File: config.mk
export PLATFORM = sky130hd
export DESIGN_NAME = monitor_readback_status_alert
export DESIGN_NICKNAME = d
export VERILOG_FILES = /design/src/monitor_readback_pkg.sv /design/src/monitor_readback_status_alert.sv
export VERILOG_INCLUDE_DIRS = /design/src
export SDC_FILE = /design/constraint.sdc
export NUM_CORES = 1
export LEC_CHECK = 0
export BUFFER_PORTS_ARGS = -buffer_cell sky130_fd_sc_hd__buf_2
export CAP_MARGIN = 20
export CORE_MARGIN = 1
export CORE_UTILIZATION = 55
export DETAILED_ROUTE_END_ITERATION = 6
export PLACE_DENSITY = 0.88
export SLEW_MARGIN = 0
export SYNTH_ARGS = -nofsm -noshare
export SYNTH_HDL_FRONTEND = slang
export SYNTH_SLANG_ARGS = --single-unit
File: constraint.sdc
create_clock -name ref_clk -period 5.2 [get_ports ref_clk]
set_input_delay 0.26 -clock ref_clk [delete_from_list [all_inputs] [get_ports ref_clk]]
set_output_delay 0.26 -clock ref_clk [all_outputs]
set_load 0.05 [all_outputs]
File: src/monitor_readback_map.svh
// register codes, field positions and reset values of the monitor readback
// assumes inclusion by bare name from the package and the design file
`ifndef MONITOR_READBACK_MAP_SVH
`define MONITOR_READBACK_MAP_SVH

// extended register pointer codes (low bits of the pointer byte)
`define EXT_ALERT_EN     2'h1
`define EXT_ALERT_TH     2'h2
`define EXT_CONTROL      2'h3
// pointer byte flag: msb set means extended write
`define PTR_EXT_BIT      7
// command byte fields
`define CMD_V_CONT       0
`define CMD_V_ONCE       1
`define CMD_I_CONT       2
`define CMD_I_ONCE       3
`define CMD_STATUS_SEL   6
`define CMD_RESET        7'h00
// alert enable fields
`define EN_COMPARATOR_ALERT_LATCHED      2
`define EN_OFF_ALERT     3
`define EN_CLEAR         4
`define ALERT_EN_RESET   8'h04
`define ALERT_TH_RESET   8'hFF
`define CONTROL_RESET    8'h00
// control fields
`define CTL_SOFTWARE_OFF 0
// status byte fields
`define ST_ADC_OVERCURRENT_SEEN        0
`define ST_ADC_ALERT     1
`define ST_COMP_OC       2
`define ST_COMP_ALERT    3
`define ST_OFF_FLAG      4
`define ST_OFF_ALERT     5
// byte counts and fillers
`define BITS_PER_BYTE    4'h8
`define IDLE_BYTE        8'hFF
`define ZERO_NIBBLE      4'h0
`define ZERO_BYTE        8'h00

`endif

File: src/monitor_readback_pkg.sv
// types shared by the monitor readback design
// assumes the map header sits in the same folder
package monitor_readback_pkg;
    `include "monitor_readback_map.svh"

    // readback layouts chosen from the conversion command bits
    typedef enum logic [1:0] {
        LAYOUT_BOTH,
        LAYOUT_VOLT,
        LAYOUT_AMP
    } layout_t;

    // serial slave states
    typedef enum logic [2:0] {
        SER_IDLE,
        SER_ADDR,
        SER_ADDR_ACK,
        SER_WR,
        SER_WR_ACK,
        SER_RD,
        SER_RD_ACK
    } ser_state_t;
endpackage

File: src/monitor_readback_status_alert.sv
// serial slave, readback layouts, status byte and fault output of the monitor
// assumes codes and trip inputs arrive on ref_clk; scl, sda and the
// comparator come from pins and are synchronised here
//
// Behaviour
// - software_off drives fault output to deasserted level when off_alert_enable high
// - readback layout picked from conversion bits: both, voltage, or current
// - combined read: volt msbs, amp msbs, then volt and amp nibbles
// - voltage read: volt msbs, then volt nibble above four zeros
// - current read: amp msbs, then amp nibble above four zeros
// - read: start, address with read bit, slave acks, master acks, nack, stop
// - status select makes a read return one status byte
// - clear bit wipes status bits one, three and five
// - status bit zero shows converter overcurrent on last three conversions
// - status bit one latches a converter-based trip until cleared
// - status bit two follows the comparator live, unlatched
// - status bit three latches a comparator fault that raised the output
// - status bit four set when software_off written high
// - status bit five latches an alert caused by software_off
// - fault pin driven low normally, released high on a fault
// - comparator starts the delay; fault asserts only when delay completes
// - status_select command bit turns later reads into status reads
// - clear bit self-clears after clearing; sources may set bits again
// - off_alert_enable lets software_off raise an alert and override output
`timescale 1ns/1ps
`include "monitor_readback_map.svh"

module monitor_readback_status_alert #(
    parameter int FAULT_DELAY_CYCLES = 1000
) (
    // clock and reset
    input  wire logic        ref_clk,
    input  wire logic        srst,
    // serial bus pins, open drain
    input  wire logic        scl_in,
    input  wire logic        sda_in,
    output logic             sda_out,
    output logic             sda_oe,
    // slave address, static strap level
    input  wire logic [6:0]  dev_addr,
    // converter side
    input  wire logic [11:0] volt_code,
    input  wire logic [11:0] amp_code,
    input  wire logic        adc_overcurrent_seen,
    input  wire logic        adc_trip,
    // analog comparator from pin
    input  wire logic        comparator_overcurrent,
    // configuration toward converter and threshold logic
    output logic [6:0]       conv_command,
    output logic [7:0]       alert_enable,
    output logic [7:0]       alert_threshold,
    // fault pin, open drain
    output logic             alert_out,
    output logic             alert_oe
);
    import monitor_readback_pkg::*;

    localparam logic [15:0] DELAY_LAST = 16'(FAULT_DELAY_CYCLES - 1);

    logic        scl_m, scl_s, scl_d, sda_m, sda_s, sda_d, cmp_m, cmp_s;
    ser_state_t  state_reg;
    logic [3:0]  bit_cnt_reg;
    logic [7:0]  shift_reg;
    logic        rw_reg, drive_low_reg, ack_seen_reg;
    logic [1:0]  byte_idx_reg, ext_ptr_reg;
    logic        ext_sel_reg;
    logic [11:0] snap_v_reg, snap_i_reg;
    logic [6:0]  cmd_reg;
    logic [7:0]  alert_en_reg, alert_th_reg, control_reg;
    logic        clear_reg, adc_alert_reg, comp_alert_reg;
    logic        off_flag_reg, off_alert_reg;
    logic [15:0] delay_cnt_reg;

    // two-stage synchronisers, third stage only for edge detection
    always_ff @(posedge ref_clk) begin
        scl_m <= scl_in;
        scl_s <= scl_m;
        scl_d <= scl_s;
        sda_m <= sda_in;
        sda_s <= sda_m;
        sda_d <= sda_s;
        cmp_m <= comparator_overcurrent;
        cmp_s <= cmp_m;
    end

    // bus events seen on the synchronised lines
    wire scl_rise  = scl_s & ~scl_d;
    wire scl_fall  = ~scl_s & scl_d;
    wire start_ev  = scl_s & scl_d & sda_d & ~sda_s;
    wire stop_ev   = scl_s & scl_d & ~sda_d & sda_s;
    wire byte_done = scl_fall && (bit_cnt_reg == `BITS_PER_BYTE);
    wire addr_hit  = (shift_reg[7:1] == dev_addr);

    // layout from conversion bits; no voltage or current bit means both
    wire v_sel = cmd_reg[`CMD_V_CONT] | cmd_reg[`CMD_V_ONCE];
    wire i_sel = cmd_reg[`CMD_I_CONT] | cmd_reg[`CMD_I_ONCE];
    layout_t layout;
    assign layout = (v_sel && !i_sel) ? LAYOUT_VOLT :
                    (i_sel && !v_sel) ? LAYOUT_AMP : LAYOUT_BOTH;

    // status byte, bit two is live and unlatched
    wire [7:0] status_byte = {2'b00, off_alert_reg, off_flag_reg,
                              comp_alert_reg, cmp_s, adc_alert_reg,
                              adc_overcurrent_seen};

    // byte formats, snapshots taken at address ack keep a read coherent
    wire [7:0] v_msb  = snap_v_reg[11:4];
    wire [7:0] i_msb  = snap_i_reg[11:4];
    wire [7:0] lsb_vi = {snap_v_reg[3:0], snap_i_reg[3:0]};
    wire [7:0] lsb_v  = {snap_v_reg[3:0], `ZERO_NIBBLE};
    wire [7:0] lsb_i  = {snap_i_reg[3:0], `ZERO_NIBBLE};
    wire       stat_rd = cmd_reg[`CMD_STATUS_SEL];
    logic [7:0] tx_byte;
    always_comb begin
        tx_byte = `IDLE_BYTE;
        if (stat_rd) begin
            if (byte_idx_reg == 2'd0) tx_byte = status_byte;
        end else begin
            case (layout)
                LAYOUT_BOTH: begin
                    if (byte_idx_reg == 2'd0) tx_byte = v_msb;
                    if (byte_idx_reg == 2'd1) tx_byte = i_msb;
                    if (byte_idx_reg == 2'd2) tx_byte = lsb_vi;
                end
                LAYOUT_VOLT: begin
                    if (byte_idx_reg == 2'd0) tx_byte = v_msb;
                    if (byte_idx_reg == 2'd1) tx_byte = lsb_v;
                end
                LAYOUT_AMP: begin
                    if (byte_idx_reg == 2'd0) tx_byte = i_msb;
                    if (byte_idx_reg == 2'd1) tx_byte = lsb_i;
                end
                default: tx_byte = `IDLE_BYTE;
            endcase
        end
    end

    // next read byte index saturates so overreads return the idle byte
    wire [1:0] idx_inc = (byte_idx_reg == 2'd3) ? byte_idx_reg
                                                : byte_idx_reg + 2'd1;

    // write strobes decoded from a received byte in the write phase
    wire wr_byte   = (state_reg == SER_WR) && byte_done;
    wire wr_cmd    = wr_byte && (byte_idx_reg == 2'd0)
                     && !shift_reg[`PTR_EXT_BIT];
    wire wr_ptr    = wr_byte && (byte_idx_reg == 2'd0)
                     && shift_reg[`PTR_EXT_BIT];
    wire wr_ext    = wr_byte && (byte_idx_reg == 2'd1) && ext_sel_reg;
    wire wr_en     = wr_ext && (ext_ptr_reg == `EXT_ALERT_EN);
    wire wr_th     = wr_ext && (ext_ptr_reg == `EXT_ALERT_TH);
    wire wr_ctl    = wr_ext && (ext_ptr_reg == `EXT_CONTROL);

    // serial slave: sample on scl rise, change sda on scl fall
    always_ff @(posedge ref_clk) begin
        if (srst) begin
            state_reg     <= SER_IDLE;
            bit_cnt_reg   <= 4'h0;
            shift_reg     <= `ZERO_BYTE;
            rw_reg        <= 1'b0;
            drive_low_reg <= 1'b0;
            ack_seen_reg  <= 1'b0;
            byte_idx_reg  <= 2'd0;
        end else if (start_ev) begin
            state_reg     <= SER_ADDR;
            bit_cnt_reg   <= 4'h0;
            drive_low_reg <= 1'b0;
        end else if (stop_ev) begin
            state_reg     <= SER_IDLE;
            drive_low_reg <= 1'b0;
        end else begin
            if (scl_rise && state_reg != SER_RD && state_reg != SER_RD_ACK) begin
                shift_reg   <= {shift_reg[6:0], sda_s};
                bit_cnt_reg <= bit_cnt_reg + 4'h1;
            end
            case (state_reg)
                SER_IDLE: drive_low_reg <= 1'b0;
                SER_ADDR: if (byte_done) begin
                    if (addr_hit) begin
                        drive_low_reg <= 1'b1;
                        rw_reg        <= shift_reg[0];
                        byte_idx_reg  <= 2'd0;   // first byte of a read
                        state_reg     <= SER_ADDR_ACK;
                    end else begin
                        state_reg     <= SER_IDLE;
                    end
                end
                SER_ADDR_ACK: if (scl_fall) begin
                    bit_cnt_reg  <= 4'h0;
                    byte_idx_reg <= 2'd0;
                    if (rw_reg) begin
                        shift_reg     <= tx_byte;
                        drive_low_reg <= ~tx_byte[7];
                        state_reg     <= SER_RD;
                    end else begin
                        drive_low_reg <= 1'b0;
                        state_reg     <= SER_WR;
                    end
                end
                SER_WR: if (byte_done) begin
                    drive_low_reg <= 1'b1;
                    state_reg     <= SER_WR_ACK;
                end
                SER_WR_ACK: if (scl_fall) begin
                    drive_low_reg <= 1'b0;
                    bit_cnt_reg   <= 4'h0;
                    byte_idx_reg  <= idx_inc;
                    state_reg     <= SER_WR;
                end
                SER_RD: begin
                    if (scl_rise) bit_cnt_reg <= bit_cnt_reg + 4'h1;
                    if (byte_done) begin
                        drive_low_reg <= 1'b0;               // release for ack
                        byte_idx_reg  <= idx_inc;
                        state_reg     <= SER_RD_ACK;
                    end else if (scl_fall) begin
                        shift_reg     <= {shift_reg[6:0], 1'b1};
                        drive_low_reg <= ~shift_reg[6];
                    end
                end
                SER_RD_ACK: begin
                    if (scl_rise) ack_seen_reg <= ~sda_s;
                    if (scl_fall && ack_seen_reg) begin
                        // index was bumped at byte end, so tx_byte is next
                        bit_cnt_reg   <= 4'h0;
                        shift_reg     <= tx_byte;
                        drive_low_reg <= ~tx_byte[7];
                        state_reg     <= SER_RD;
                    end else if (scl_fall) begin
                        state_reg     <= SER_IDLE;       // nack ends read
                    end
                end
                default: state_reg <= SER_IDLE;
            endcase
        end
    end

    // code snapshot at every address match, read or write
    always_ff @(posedge ref_clk) begin
        if (srst) begin
            snap_v_reg <= 12'h000;
            snap_i_reg <= 12'h000;
        end else if (state_reg == SER_ADDR && byte_done && addr_hit) begin
            snap_v_reg <= volt_code;
            snap_i_reg <= amp_code;
        end
    end

    // pointer and configuration registers written over the bus
    always_ff @(posedge ref_clk) begin
        if (srst) begin
            cmd_reg      <= `CMD_RESET;
            ext_sel_reg  <= 1'b0;
            ext_ptr_reg  <= 2'd0;
            alert_th_reg <= `ALERT_TH_RESET;
            control_reg  <= `CONTROL_RESET;
        end else begin
            if (wr_cmd) cmd_reg <= shift_reg[6:0];
            if (wr_cmd) ext_sel_reg <= 1'b0;
            if (wr_ptr) ext_sel_reg <= 1'b1;
            if (wr_ptr) ext_ptr_reg <= shift_reg[1:0];
            if (wr_th)  alert_th_reg <= shift_reg;
            if (wr_ctl) control_reg <= shift_reg;
        end
    end

    // alert enable; clear bit self-clears one cycle after its write
    always_ff @(posedge ref_clk) begin
        if (srst) begin
            alert_en_reg <= `ALERT_EN_RESET;
            clear_reg    <= 1'b0;
        end else if (wr_en) begin
            alert_en_reg <= shift_reg;
            clear_reg    <= shift_reg[`EN_CLEAR];
        end else if (clear_reg) begin
            alert_en_reg[`EN_CLEAR] <= 1'b0;
            clear_reg               <= 1'b0;
        end
    end

    // fault delay counter stands in for the timer capacitor charge
    wire delay_done = cmp_s && (delay_cnt_reg == DELAY_LAST);
    always_ff @(posedge ref_clk) begin
        if (srst || !cmp_s) begin
            delay_cnt_reg <= 16'h0000;
        end else if (!delay_done) begin
            delay_cnt_reg <= delay_cnt_reg + 16'h0001;
        end
    end

    // latched status; a set in the clear cycle wins
    wire off_en  = alert_en_reg[`EN_OFF_ALERT];
    wire sw_on   = wr_ctl && shift_reg[`CTL_SOFTWARE_OFF];
    wire sw_low  = wr_ctl && !shift_reg[`CTL_SOFTWARE_OFF];
    wire comp_set = delay_done && alert_en_reg[`EN_COMPARATOR_ALERT_LATCHED];
    always_ff @(posedge ref_clk) begin
        if (srst) begin
            adc_alert_reg  <= 1'b0;
            comp_alert_reg <= 1'b0;
            off_alert_reg  <= 1'b0;
            off_flag_reg   <= 1'b0;
        end else begin
            adc_alert_reg  <= adc_trip | (adc_alert_reg & ~clear_reg);
            comp_alert_reg <= comp_set | (comp_alert_reg & ~clear_reg);
            off_alert_reg  <= (sw_on & off_en)
                              | (off_alert_reg & ~clear_reg);
            off_flag_reg   <= sw_on | (off_flag_reg & ~sw_low);
        end
    end

    // fault level: latched enabled alerts, overridden by software off when off_alert_enable is high
    wire sw_force = control_reg[`CTL_SOFTWARE_OFF] & off_en;
    wire adc_en   = |alert_en_reg[1:0];
    wire fault    = ((adc_alert_reg & adc_en)
                    | (comp_alert_reg & alert_en_reg[`EN_COMPARATOR_ALERT_LATCHED]))
                    & ~sw_force;
    logic alert_oe_reg;
    always_ff @(posedge ref_clk) begin
        if (srst) alert_oe_reg <= 1'b1;
        else      alert_oe_reg <= ~fault;
    end

    // open drain pins only ever pull low
    assign sda_out         = 1'b0;
    assign sda_oe          = drive_low_reg;
    assign alert_out       = 1'b0;
    assign alert_oe        = alert_oe_reg;
    assign conv_command    = cmd_reg;
    assign alert_enable    = alert_en_reg;
    assign alert_threshold = alert_th_reg;
endmodule

==> results of run 1 <==
## through the flow
step	worst slack [ns]	instance area, sq um	hold WS, ns
after CTS	2.53	5320	0.0853
after global routing	2.21	5320	0.0961
after floorplan	2.67	4840	0.288
after global placement	2.65	5090	0.312
final	2.49	5320	0.0898
after detailed placement	2.55	5090	0.316
## metal layers
layer	vias to the layer above	wire length (um)	GRT usage, %
met5	-	0	0
met3	27	705	5.29
met1	2004	5020	33.2
li1	2139	-	-
met2	157	5610	44.9
met4	0	292	12.3
## logic make-up (layout without fill, tap and decap cells)
group           Yosys count  after routing
xor+xnor                 21             21
flops                   100            100
mux                      20             20
simple gates            231            231
fa+ha+maj                 9              9
buf+inv                  54             96
compound gates          156            156
other cells               1              2
## critical path: stages (launching register included)
cell,delay [ns]
dfxtp_1,0.36
nor2_1,0.28
inv_1,0.10
ha_1,0.45
nor2b_1,0.39
a21oi_1,0.10
nor2_1,0.34
a211oi_1,0.17
a211o_1,0.32
a31oi_1,0.14
## cells in the final DEF (no fill, tap or decap), types with 4 or more instances in the layout
cell	netlist	final
dfxtp_1	100	100
nand2_1	85	85
a21oi_1	65	65
buf_2	7	62
nor2_1	59	59
o21ai_0	26	26
mux2i_1	20	20
nor3_1	15	15
inv_1	14	14
nand3_1	14	14
xor2_1	14	14
nand2b_1	12	12
clkbuf_8	0	10
nor2b_1	9	9
ha_1	9	9
a22oi_1	7	7
a31oi_1	7	7
a211oi_1	7	7
xnor2_1	7	7
and3b_1	6	6
o22ai_1	5	5
a211o_1	5	5
or3_1	5	5
nand3b_1	4	4
and3_1	4	4
## power by group
group | switching (mW) | internal [mW]
Clock | 0.292 | 0.196
Sequential | 0.0110 | 0.772
Combinational | 0.0387 | 0.0264
## repair_timing
action	4_1_cts	5_1_grt
hold buffers	3	0
setup endpoints to repair	0	0
hold endpoints to repair	3	0
## synth_stat cells (6+ instances only)
library cell,n
xor2_1,14
nand2b_1,12
a21oi_1,65
nor2_1,59
clkbuf_1,26
xnor2_1,7
nand3_1,14
nor3_1,15
a22oi_1,7
ha_1,9
o21ai_0,26
buf_2,7
nor2b_1,9
a211oi_1,7
and3b_1,6
dfxtp_1,100
mux2i_1,20
inv_1,14
a31oi_1,7
nand2_1,85
## worst paths after layout
check | startpoint | to | slack, ns
worst max register to register | conv_command[2] | shift_reg[7] | 2.49
worst max-delay path | conv_command[2] | shift_reg[7] | 2.49
worst min register to register | scl_m | scl_s | 0.34
worst min-delay path | adc_trip | adc_alert_reg | 0.09
## area by class of cell
class	instances	area, sq um
Sequential cell	100	2000
Fill cell	706	3030
Clock buffer	10	138
Timing Repair Buffer	66	348
Tap cell	105	131
Clock inverter	6	53.8
Inverter	14	52.6
Multi-Input combinational cell	439	2590
==> flow_summary.json, run 1 <==
{
  "syn_to_final_growth_pct": 9.97,
  "remaining_drc_errors": 0,
  "final-setup-viol-count": 0,
  "crit_path_max_fanout": 9,
  "floorplan.die.width_um": 95.7,
  "drt-initial-drc-count": 296,
  "avgRoutedWirePerCell_um": 15.7,
  "timing.final.crit_share_pct": 52.1,
  "leakage_nw": 2.00,
  "worst_hold_path.num_cells": 3,
  "clock_sink_count": 100,
  "fp.dieArea_sq_um": 9170,
  "antenna_found_initial": 0,
  "netlist_area_sq_um": 4830,
  "postSynthRegisterBits": 100,
  "clock_latency_ns": 0.38,
  "postSynth.topFlopCell": "dfxtp_1",
  "coreArea_sq_um": 8340,
  "placement_rows": 33,
  "post-synth-top-area-fraction_pct": 41.4,
  "peakVddDrop_mv": 0.145,
  "max-slew-margin-rel_pct": 40.0,
  "clockRootBuffer": "clkbuf_8",
  "io_buffer_count": 62,
  "wire_length_of_the_first_global_routing_pass_um": 19000,
  "post_synthesis_mux_area_share_pct": 4.14,
  "worst-endpoint-arrival_ns": 3.02,
  "cts_resized": 0,
  "grt_max_degree": 84,
  "critical_path_required_ns": 5.51,
  "cts_post_setup_buffers_inserted": 0,
  "number_of_cells_produced_by_synthesis": 592,
  "fin_cells": 740,
  "hold_path_class": "primary input to register",
  "cts_buffers": 9,
  "hold_viol_final": 0,
  "grt_setup_unrepaired": "no",
  "dp.cells": 721,
  "via_count": 4327,
  "synthAdderAreaFrac_pct": 2.33,
  "synth_compound_gate_area_share_pct": 20.2,
  "design.final.nets": 677,
  "synth_enable_flop_cells": 0,
  "synth_area_per_cell_sq_um": 8.16,
  "timing_worst_setup_path_type": "register to register",
  "htree_num_levels": 3,
  "worst_slew_pin_slew_ns": 0.897,
  "main_combinational_cell_family_by_area_after_synthesis": "simple AND/OR/NAND/NOR gates",
  "cts.reportedPaths.clkPinSlew_ns": 0.10,
  "max_freq_mhz": 369,
  "worst_setup_path_end_kind": "register",
  "top_level_ports": 65,
  "finish.utilization_pct": 63.7,
  "synth.largest_area_cell": "dfxtp_1",
  "final_period_minus_worst_setup_slack_ns": 2.71,
  "detail_route.wirelength_um": 11600,
  "power.total_mw": 1.34,
  "yosysWarningCount": 0,
  "max_cap_violation_count": 0,
  "synth_cell_types": 62,
  "antenna_left": 0,
  "drt_pass1_iterations": 5,
  "floorplan.initialDensity_pct": 58.0,
  "synth_top_cells_by_area": "dfxtp_1 (41%), a21oi_1 (6.7%), nand2_1 (6.6%), nor2_1 (4.6%), mux2i_1 (4.1%)",
  "place.gp.congestion": 0.940,
  "startpoint_type": "register",
  "outcome": "finished clean",
  "power_density_nw_per_um2": 251,
  "synth_xor_area_share_pct": 3.81,
  "fin_tns_setup_ns": 0,
  "clock_path_buffers": 2,
  "slew_viol_final": 0,
  "synth_sequential_area_ratio_pct": 41.4,
  "grt-ovfl-total": 0,
  "place.detailed.hpwl_um": 8340,
  "largest_register_ffs": 16,
  "grt_pass1_vias": 4132,
  "reg2reg_depth": 9,
  "antenna-diode-count": 0,
  "die-height_um": 95.7,
  "timing.clock.skew_ns": 0.00777,
  "async_reset_ff_share_pct": 0,
  "synth_simple_gate_area_share_pct": 23.0,
  "layout_cell_share_with_drive_strength_beyond_1_pct": 14.2,
  "grt_resource_usage_total_pct": 26.8,
  "cts_tree": "yes",
  "drt-vias-per-instance": 5.85
}
No activity file was read; power rests on OpenSTA's default activity.
==> run 2: changes to the inputs <==
--- a/config.mk
+++ b/config.mk
@@ -6,12 +6,13 @@
 export SDC_FILE = /design/constraint.sdc
 export NUM_CORES = 1
 export LEC_CHECK = 0
+export ABC_AREA = 1
 export BUFFER_PORTS_ARGS = -buffer_cell sky130_fd_sc_hd__buf_2
 export CAP_MARGIN = 20
 export CORE_MARGIN = 1
-export CORE_UTILIZATION = 55
+export CORE_UTILIZATION = 52
 export DETAILED_ROUTE_END_ITERATION = 6
-export PLACE_DENSITY = 0.88
+export PLACE_DENSITY = 0.87
 export SLEW_MARGIN = 0
 export SYNTH_ARGS = -nofsm -noshare
 export SYNTH_HDL_FRONTEND = slang
==> constraint.sdc (replaced) <==
create_clock -name ref_clk -period 2.27 [get_ports ref_clk]
set_input_delay 0.1135 -clock ref_clk [delete_from_list [all_inputs] [get_ports ref_clk]]
set_output_delay 0.1135 -clock ref_clk [all_outputs]
set_load 0.05 [all_outputs]
==> flow_summary.json, run 2 <==
{
  "drt-initial-drc-count": 418,
  "failed_checks": "DRC",
  "place.detailed.hpwl_um": 8850,
  "final_period_minus_worst_setup_slack_ns": 2.01,
  "grt_setup_unrepaired": "no",
  "power_density_nw_per_um2": 647,
  "synth_sequential_area_ratio_pct": 40.7,
  "remaining_drc_errors": 2,
  "critical_path_required_ns": 2.54,
  "synth_area_per_cell_sq_um": 6.98,
  "yosys.cell_count.top_type": "nand2_1",
  "num-fill-cells": 810,
  "postSynthRegisterBits": 100,
  "number_of_cells_produced_by_synthesis": 704,
  "timing.clock.skew_ns": 0.0109,
  "reg2reg_depth": 12,
  "synth_cell_types": 44,
  "hold-path-endpoint": "snap_v_reg[10]",
  "startpoint_type": "register",
  "cts_post_setup_buffers_inserted": 0,
  "reg2reg_from": "conv_command[0]",
  "outcome": "finished, violations left",
  "synth_commonest_cells": "nand2_1 (160), dfxtp_1 (100), inv_1 (98)",
  "synth.largest_area_cell": "dfxtp_1",
  "grt_max_degree": 33,
  "htree_num_levels": 3,
  "most_frequent_standard_cell_in_the_layout_excluding_fill_and_tap_cells": "nand2_1",
  "max_cap_violation_count": 0,
  "floorplan.initialDensity_pct": 53.4,
  "timing_worst_setup_path_type": "register to register",
  "cts.reportedPaths.clkPinSlew_ns": 0.10,
  "async_reset_ff_share_pct": 0,
  "clockRootBuffer": "clkbuf_8",
  "clock_sink_count": 100,
  "antenna-diode-count": 0,
  "final-setup-viol-count": 0,
  "antenna_found_initial": 0,
  "coreArea_sq_um": 9200,
  "grt_resource_usage_total_pct": 25.4,
  "setup_ws_ns": 0.263,
  "fin_tns_setup_ns": 0,
  "slew_viol_final": 0,
  "yosysWarningCount": 0,
  "place_worst_setup_slack_ns": 0.298,
  "floorplan.die.width_um": 99.2,
  "layout_cell_share_with_drive_strength_beyond_1_pct": 13.3,
  "synth_top_cells_by_area": "dfxtp_1 (41%), nand2_1 (12%), a21oi_1 (8.4%), inv_1 (7.5%), o21ai_0 (7.3%)",
  "crit_path_max_fanout": 8,
  "hold_path_class": "primary input to register",
  "most_frequent_cells_in_the_layout": "nand2_1 (160), dfxtp_1 (100), inv_1 (98)",
  "max_freq_mhz": 498,
  "largest_register_ffs": 16,
  "wire_length_of_the_first_global_routing_pass_um": 19900,
  "syn_to_final_growth_pct": 17.2,
  "io_buffer_count": 62,
  "timing.reg2reg.setup_slack_ns": 0.26,
  "cts_buffers": 9,
  "grt_pass1_vias": 4319,
  "design.final.nets": 837,
  "synth_enable_flop_cells": 0,
  "worst_slew_pin_slew_ns": 0.496,
  "rr_endpoint": "shift_reg[7]",
  "timing.final.crit_share_pct": 88.4,
  "postSynth.topFlopCell": "dfxtp_1",
  "clock_path_buffers": 2,
  "top_level_ports": 65,
  "hold_path_startpoint": "volt_code[10]",
  "grt-ovfl-total": 0,
  "clock_latency_ns": 0.37,
  "placement_rows": 35,
  "worst_setup_path_end_kind": "register",
  "peakVddDrop_mv": 0.293,
  "die-height_um": 99.2,
  "detail_route.wirelength_um": 12300,
  "hold_viol_final": 0,
  "leakage_nw": 2.63,
  "antenna_left": 0,
  "via_count": 4941,
  "netlist_area_sq_um": 4910,
  "worst-endpoint-arrival_ns": 2.28,
  "fp.dieArea_sq_um": 9840,
  "worst_hold_path.num_cells": 3,
  "avgRoutedWirePerCell_um": 13.6,
  "drt-vias-per-instance": 5.45,
  "drt_pass1_iterations": 7,
  "cts_tree": "yes",
  "post-synth-top-area-fraction_pct": 40.7,
  "place.gp.congestion": 0.964,
  "max-slew-margin-rel_pct": 66.8
}
## run 2: cell types whose count changed after synthesis, sizes merged, moves of 7 or more
cell,change
o211ai,+13
a31oi,-7
nand2,+76
a21oi,+17
mux2i,-20
xor2,-14
nand3,+15
nor2b,-9
o21ai,+46
nand2b,-13
clkbuf,-16
inv,+88
## run 2: cell families after synthesis
family / Yosys count / synth area share (%)
AND/OR/NAND/NOR: 274 / 24.3
flip-flops: 100 / 40.7
buffers and inverters: 122 / 9.95
XOR/XNOR: 5 / 0.891
other: 1 / 0.0763
adder cells (fa/ha/maj): 9 / 2.29
AO/OA/AOI/OAI: 193 / 21.7
## run 2: layout make-up
class	count	area, sq um	area share [%]
multi-input combinational	483	2430	42.2
clock buffer	10	138	2.39
clock inverter	6	58.8	1.02
tap	111	139	2.41
sequential	100	2000	34.8
inverter	102	383	6.65
timing repair buffer	94	608	10.6
## run 2: worst max-delay path: stages (launching register included)
cell,delay [ns]
dfxtp_1,0.36
nor2_1,0.24
ha_1,0.31
nand2_1,0.08
inv_1,0.12
nand2_1,0.09
nand3_1,0.07
a21oi_1,0.16
nand2_1,0.10
a21oi_1,0.18
nand2_1,0.08
nand2_1,0.07
inv_1,0.04
## run 2: through the flow
step           utilization (%)  power, mW  hold slack, ns  std cells  cell area (sq um)
2_1_floorplan                -       2.41           0.141        705               4920
3_3_place_gp              57.9       2.60           0.215        867               5330
3_5_place_dp              57.9       2.61           0.220        867               5330
4_1_cts                   62.6       3.73          0.0145        906               5760
5_1_grt                   62.6       3.92          0.0303        906               5760
6_report                  62.6       3.73          0.0194        906               5760
## run 2: power by group
group,total [mW],internal (mW),switching [mW]
Combinational,0.733,0.260,0.472
Clock,1.11,0.451,0.657
Sequential,1.89,1.82,0.0709
## run 2: per-layer routing
metal	vias to the layer above	part of all wire (%)	track usage, %
met1	2231	43	32.5
li1	2495	-	-
met4	0	2.5	8.26
met2	176	47	41.9
met3	39	7.1	6.39
met5	-	0	0
## run 2: worst max path at each step
stage                          startpoint         endpoint  slack [ns]  depth (start not counted)
after global routing       bit_cnt_reg[0]  conv_command[3]        0.08                         13
after global placement     bit_cnt_reg[0]  conv_command[2]        0.34                         13
after detailed placement   bit_cnt_reg[0]  conv_command[5]        0.30                         13
final                     conv_command[0]     shift_reg[7]        0.26                         12
after CTS                  bit_cnt_reg[0]  conv_command[5]        0.26                         13
after floorplan           conv_command[0]     shift_reg[7]        0.28                         12
## run 2: what timing repair did
item,CTS,global route
endpoints found under the setup margin,0,1
hold endpoints to repair,23,0
hold buffers,23,0
gates resized for setup,0,1
==> run 3: changes to the inputs <==
--- a/config.mk
+++ b/config.mk
@@ -12,6 +12,7 @@
 export CORE_MARGIN = 1
 export CORE_UTILIZATION = 52
 export DETAILED_ROUTE_END_ITERATION = 6
+export GPL_TIMING_DRIVEN = 0
 export PLACE_DENSITY = 0.87
 export SLEW_MARGIN = 0
 export SYNTH_ARGS = -nofsm -noshare
==> flow_summary.json, run 3 (synthesis gave the netlist of run 2 again) <==
{
  "coreArea_sq_um": 9200,
  "placed_cell_area_sq_um": 5360,
  "timing.final.crit_share_pct": 91.0,
  "die-height_um": 99.2,
  "syn_to_final_growth_pct": 17.0,
  "remaining_drc_errors": 2,
  "reg2reg_from": "bit_cnt_reg[0]",
  "hold_path_startpoint": "volt_code[4]",
  "startpoint_type": "register",
  "layout_cell_share_with_drive_strength_beyond_1_pct": 13.0,
  "grt-ovfl-total": 0,
  "hold_path_class": "primary input to register",
  "fp.dieArea_sq_um": 9840,
  "timing.reg2reg.setup_slack_ns": 0.20,
  "place.gp.congestion": 0.932,
  "final-setup-viol-count": 0,
  "leakage_nw": 2.61,
  "io_buffer_count": 61,
  "critical_path_required_ns": 2.53,
  "grt_max_degree": 18,
  "clockRootBuffer": "clkbuf_8",
  "dp.cells": 877,
  "most_frequent_cells_in_the_layout": "nand2_1 (160), dfxtp_1 (100), inv_1 (98)",
  "max-slew-margin-rel_pct": 58.1,
  "worst_setup_path_end_kind": "register",
  "grt_pass1_vias": 4457,
  "clock_sink_count": 100,
  "hold_ws_ns": -0.00231,
  "failed_checks": "DRC, hold timing",
  "max_freq_mhz": 484,
  "finalInstanceArea_sq_um": 5750,
  "drt-initial-drc-count": 507,
  "htree_num_levels": 3,
  "cts.reportedPaths.clkPinSlew_ns": 0.10,
  "fin_tns_setup_ns": 0,
  "antenna_found_initial": 0,
  "timing.clock.skew_ns": 0.0121,
  "worst-endpoint-arrival_ns": 2.33,
  "design.final.nets": 844,
  "timing.critical_path.from": "bit_cnt_reg[0]",
  "hold_viol_final": 1,
  "cts_tree": "yes",
  "hold-path-endpoint": "snap_v_reg[4]",
  "most_frequent_standard_cell_in_the_layout_excluding_fill_and_tap_cells": "nand2_1",
  "antenna_left": 0,
  "via_count": 4950,
  "clock_path_buffers": 2,
  "timing_worst_setup_path_type": "register to register",
  "final_period_minus_worst_setup_slack_ns": 2.07,
  "grt_resource_usage_total_pct": 25.5,
  "floorplan.initialDensity_pct": 53.4,
  "crit_path_max_fanout": 6,
  "max_cap_violation_count": 0,
  "rr_endpoint": "conv_command[2]",
  "grt_setup_unrepaired": "no",
  "top_level_ports": 65,
  "detail_route.wirelength_um": 12400,
  "wire_length_of_the_first_global_routing_pass_um": 20100,
  "place.detailed.hpwl_um": 9010,
  "fin_cells": 913,
  "floorplan.die.width_um": 99.2,
  "clock_latency_ns": 0.37,
  "drt-vias-per-instance": 5.42,
  "avgRoutedWirePerCell_um": 13.6,
  "peakVddDrop_mv": 0.405,
  "power_density_nw_per_um2": 642,
  "reg2reg_depth": 13,
  "worst_slew_pin_slew_ns": 0.626,
  "outcome": "finished, violations left",
  "cts_post_setup_buffers_inserted": 0,
  "drt_pass1_iterations": 7,
  "slew_viol_final": 0,
  "antenna-diode-count": 0,
  "worst_hold_path.num_cells": 3,
  "largest_register_ffs": 16,
  "placement_rows": 35,
  "cts_buffers": 9
}
-- run 3: cell types whose count changed in the layout (fill, tap and decap cells not counted) --
cell           delta
clkinv_4          -1
dlygate4sd3_1     -3
buf_1             +1
clkbuf_1         +11
clkinvlp_4        +2
clkinv_2          -1
buf_2             +3
clkinv_8          -1
buf_4             -6
buf_6             +2
-- run 3: what timing repair did --
action | CTS | global route
hold buffers | 19 | 1
endpoints found under the hold margin | 19 | 1
resized for setup | 0 | 1
endpoints found under the setup margin | 0 | 6
-- run 3: cell type report --
class                      count  area (sq um)
inverter                     102           383
buffer                        20           106
multi-input combinational    483          2430
timing repair buffer          81           505
sequential                   100          2000
clock buffer                  11           141
fill                         844          3450
clock inverter                 5          43.8
tap                          111           139
-- run 3: how the worst max path moves through the flow --
stage | endpoint | slack [ns]
after floorplan | shift_reg[7] | 0.28
after global placement | conv_command[2] | 0.23
after detailed placement | conv_command[4] | 0.21
after CTS | conv_command[4] | 0.18
after global routing | conv_command[2] | 0.04
final | conv_command[2] | 0.20
-- run 3: routing by layer --
layer / wire [um] / global-route usage [%]
met5: 0 / 0
met2: 5810 / 42.0
met4: 363 / 10.6
met3: 834 / 4.36
met1: 5370 / 33.3
-- run 3: report_power, final --
group | leakage [nW] | internal (mW) | switching, mW | total, mW
Clock | 0.0881 | 0.443 | 0.630 | 1.07
Sequential | 0.812 | 1.82 | 0.0702 | 1.89
Combinational | 1.71 | 0.256 | 0.478 | 0.733
-- run 3: per-stage QoR --
stage	power [mW]	utilization (%)	setup slack, ns	hold slack (ns)
after floorplan	2.41	-	0.277	0.141
after global placement	2.60	58.3	0.231	0.215
after detailed placement	2.61	58.3	0.208	0.218
after CTS	3.68	62.4	0.184	0.0000543
after global routing	3.86	62.5	0.0389	0.0109
final	3.69	62.5	0.204	-0.00231
-- run 3: critical path, stage by stage (launching register included) --
cell	delay, ns
dfxtp_1	0.35
inv_1	0.08
ha_1	0.15
nand3_1	0.16
nor2_4	0.22
inv_2	0.06
nor2_2	0.16
inv_1	0.07
nor2_2	0.18
nand2_1	0.10
nand2_1	0.13
o21ai_0	0.14
o21ai_0	0.11
inv_1	0.05
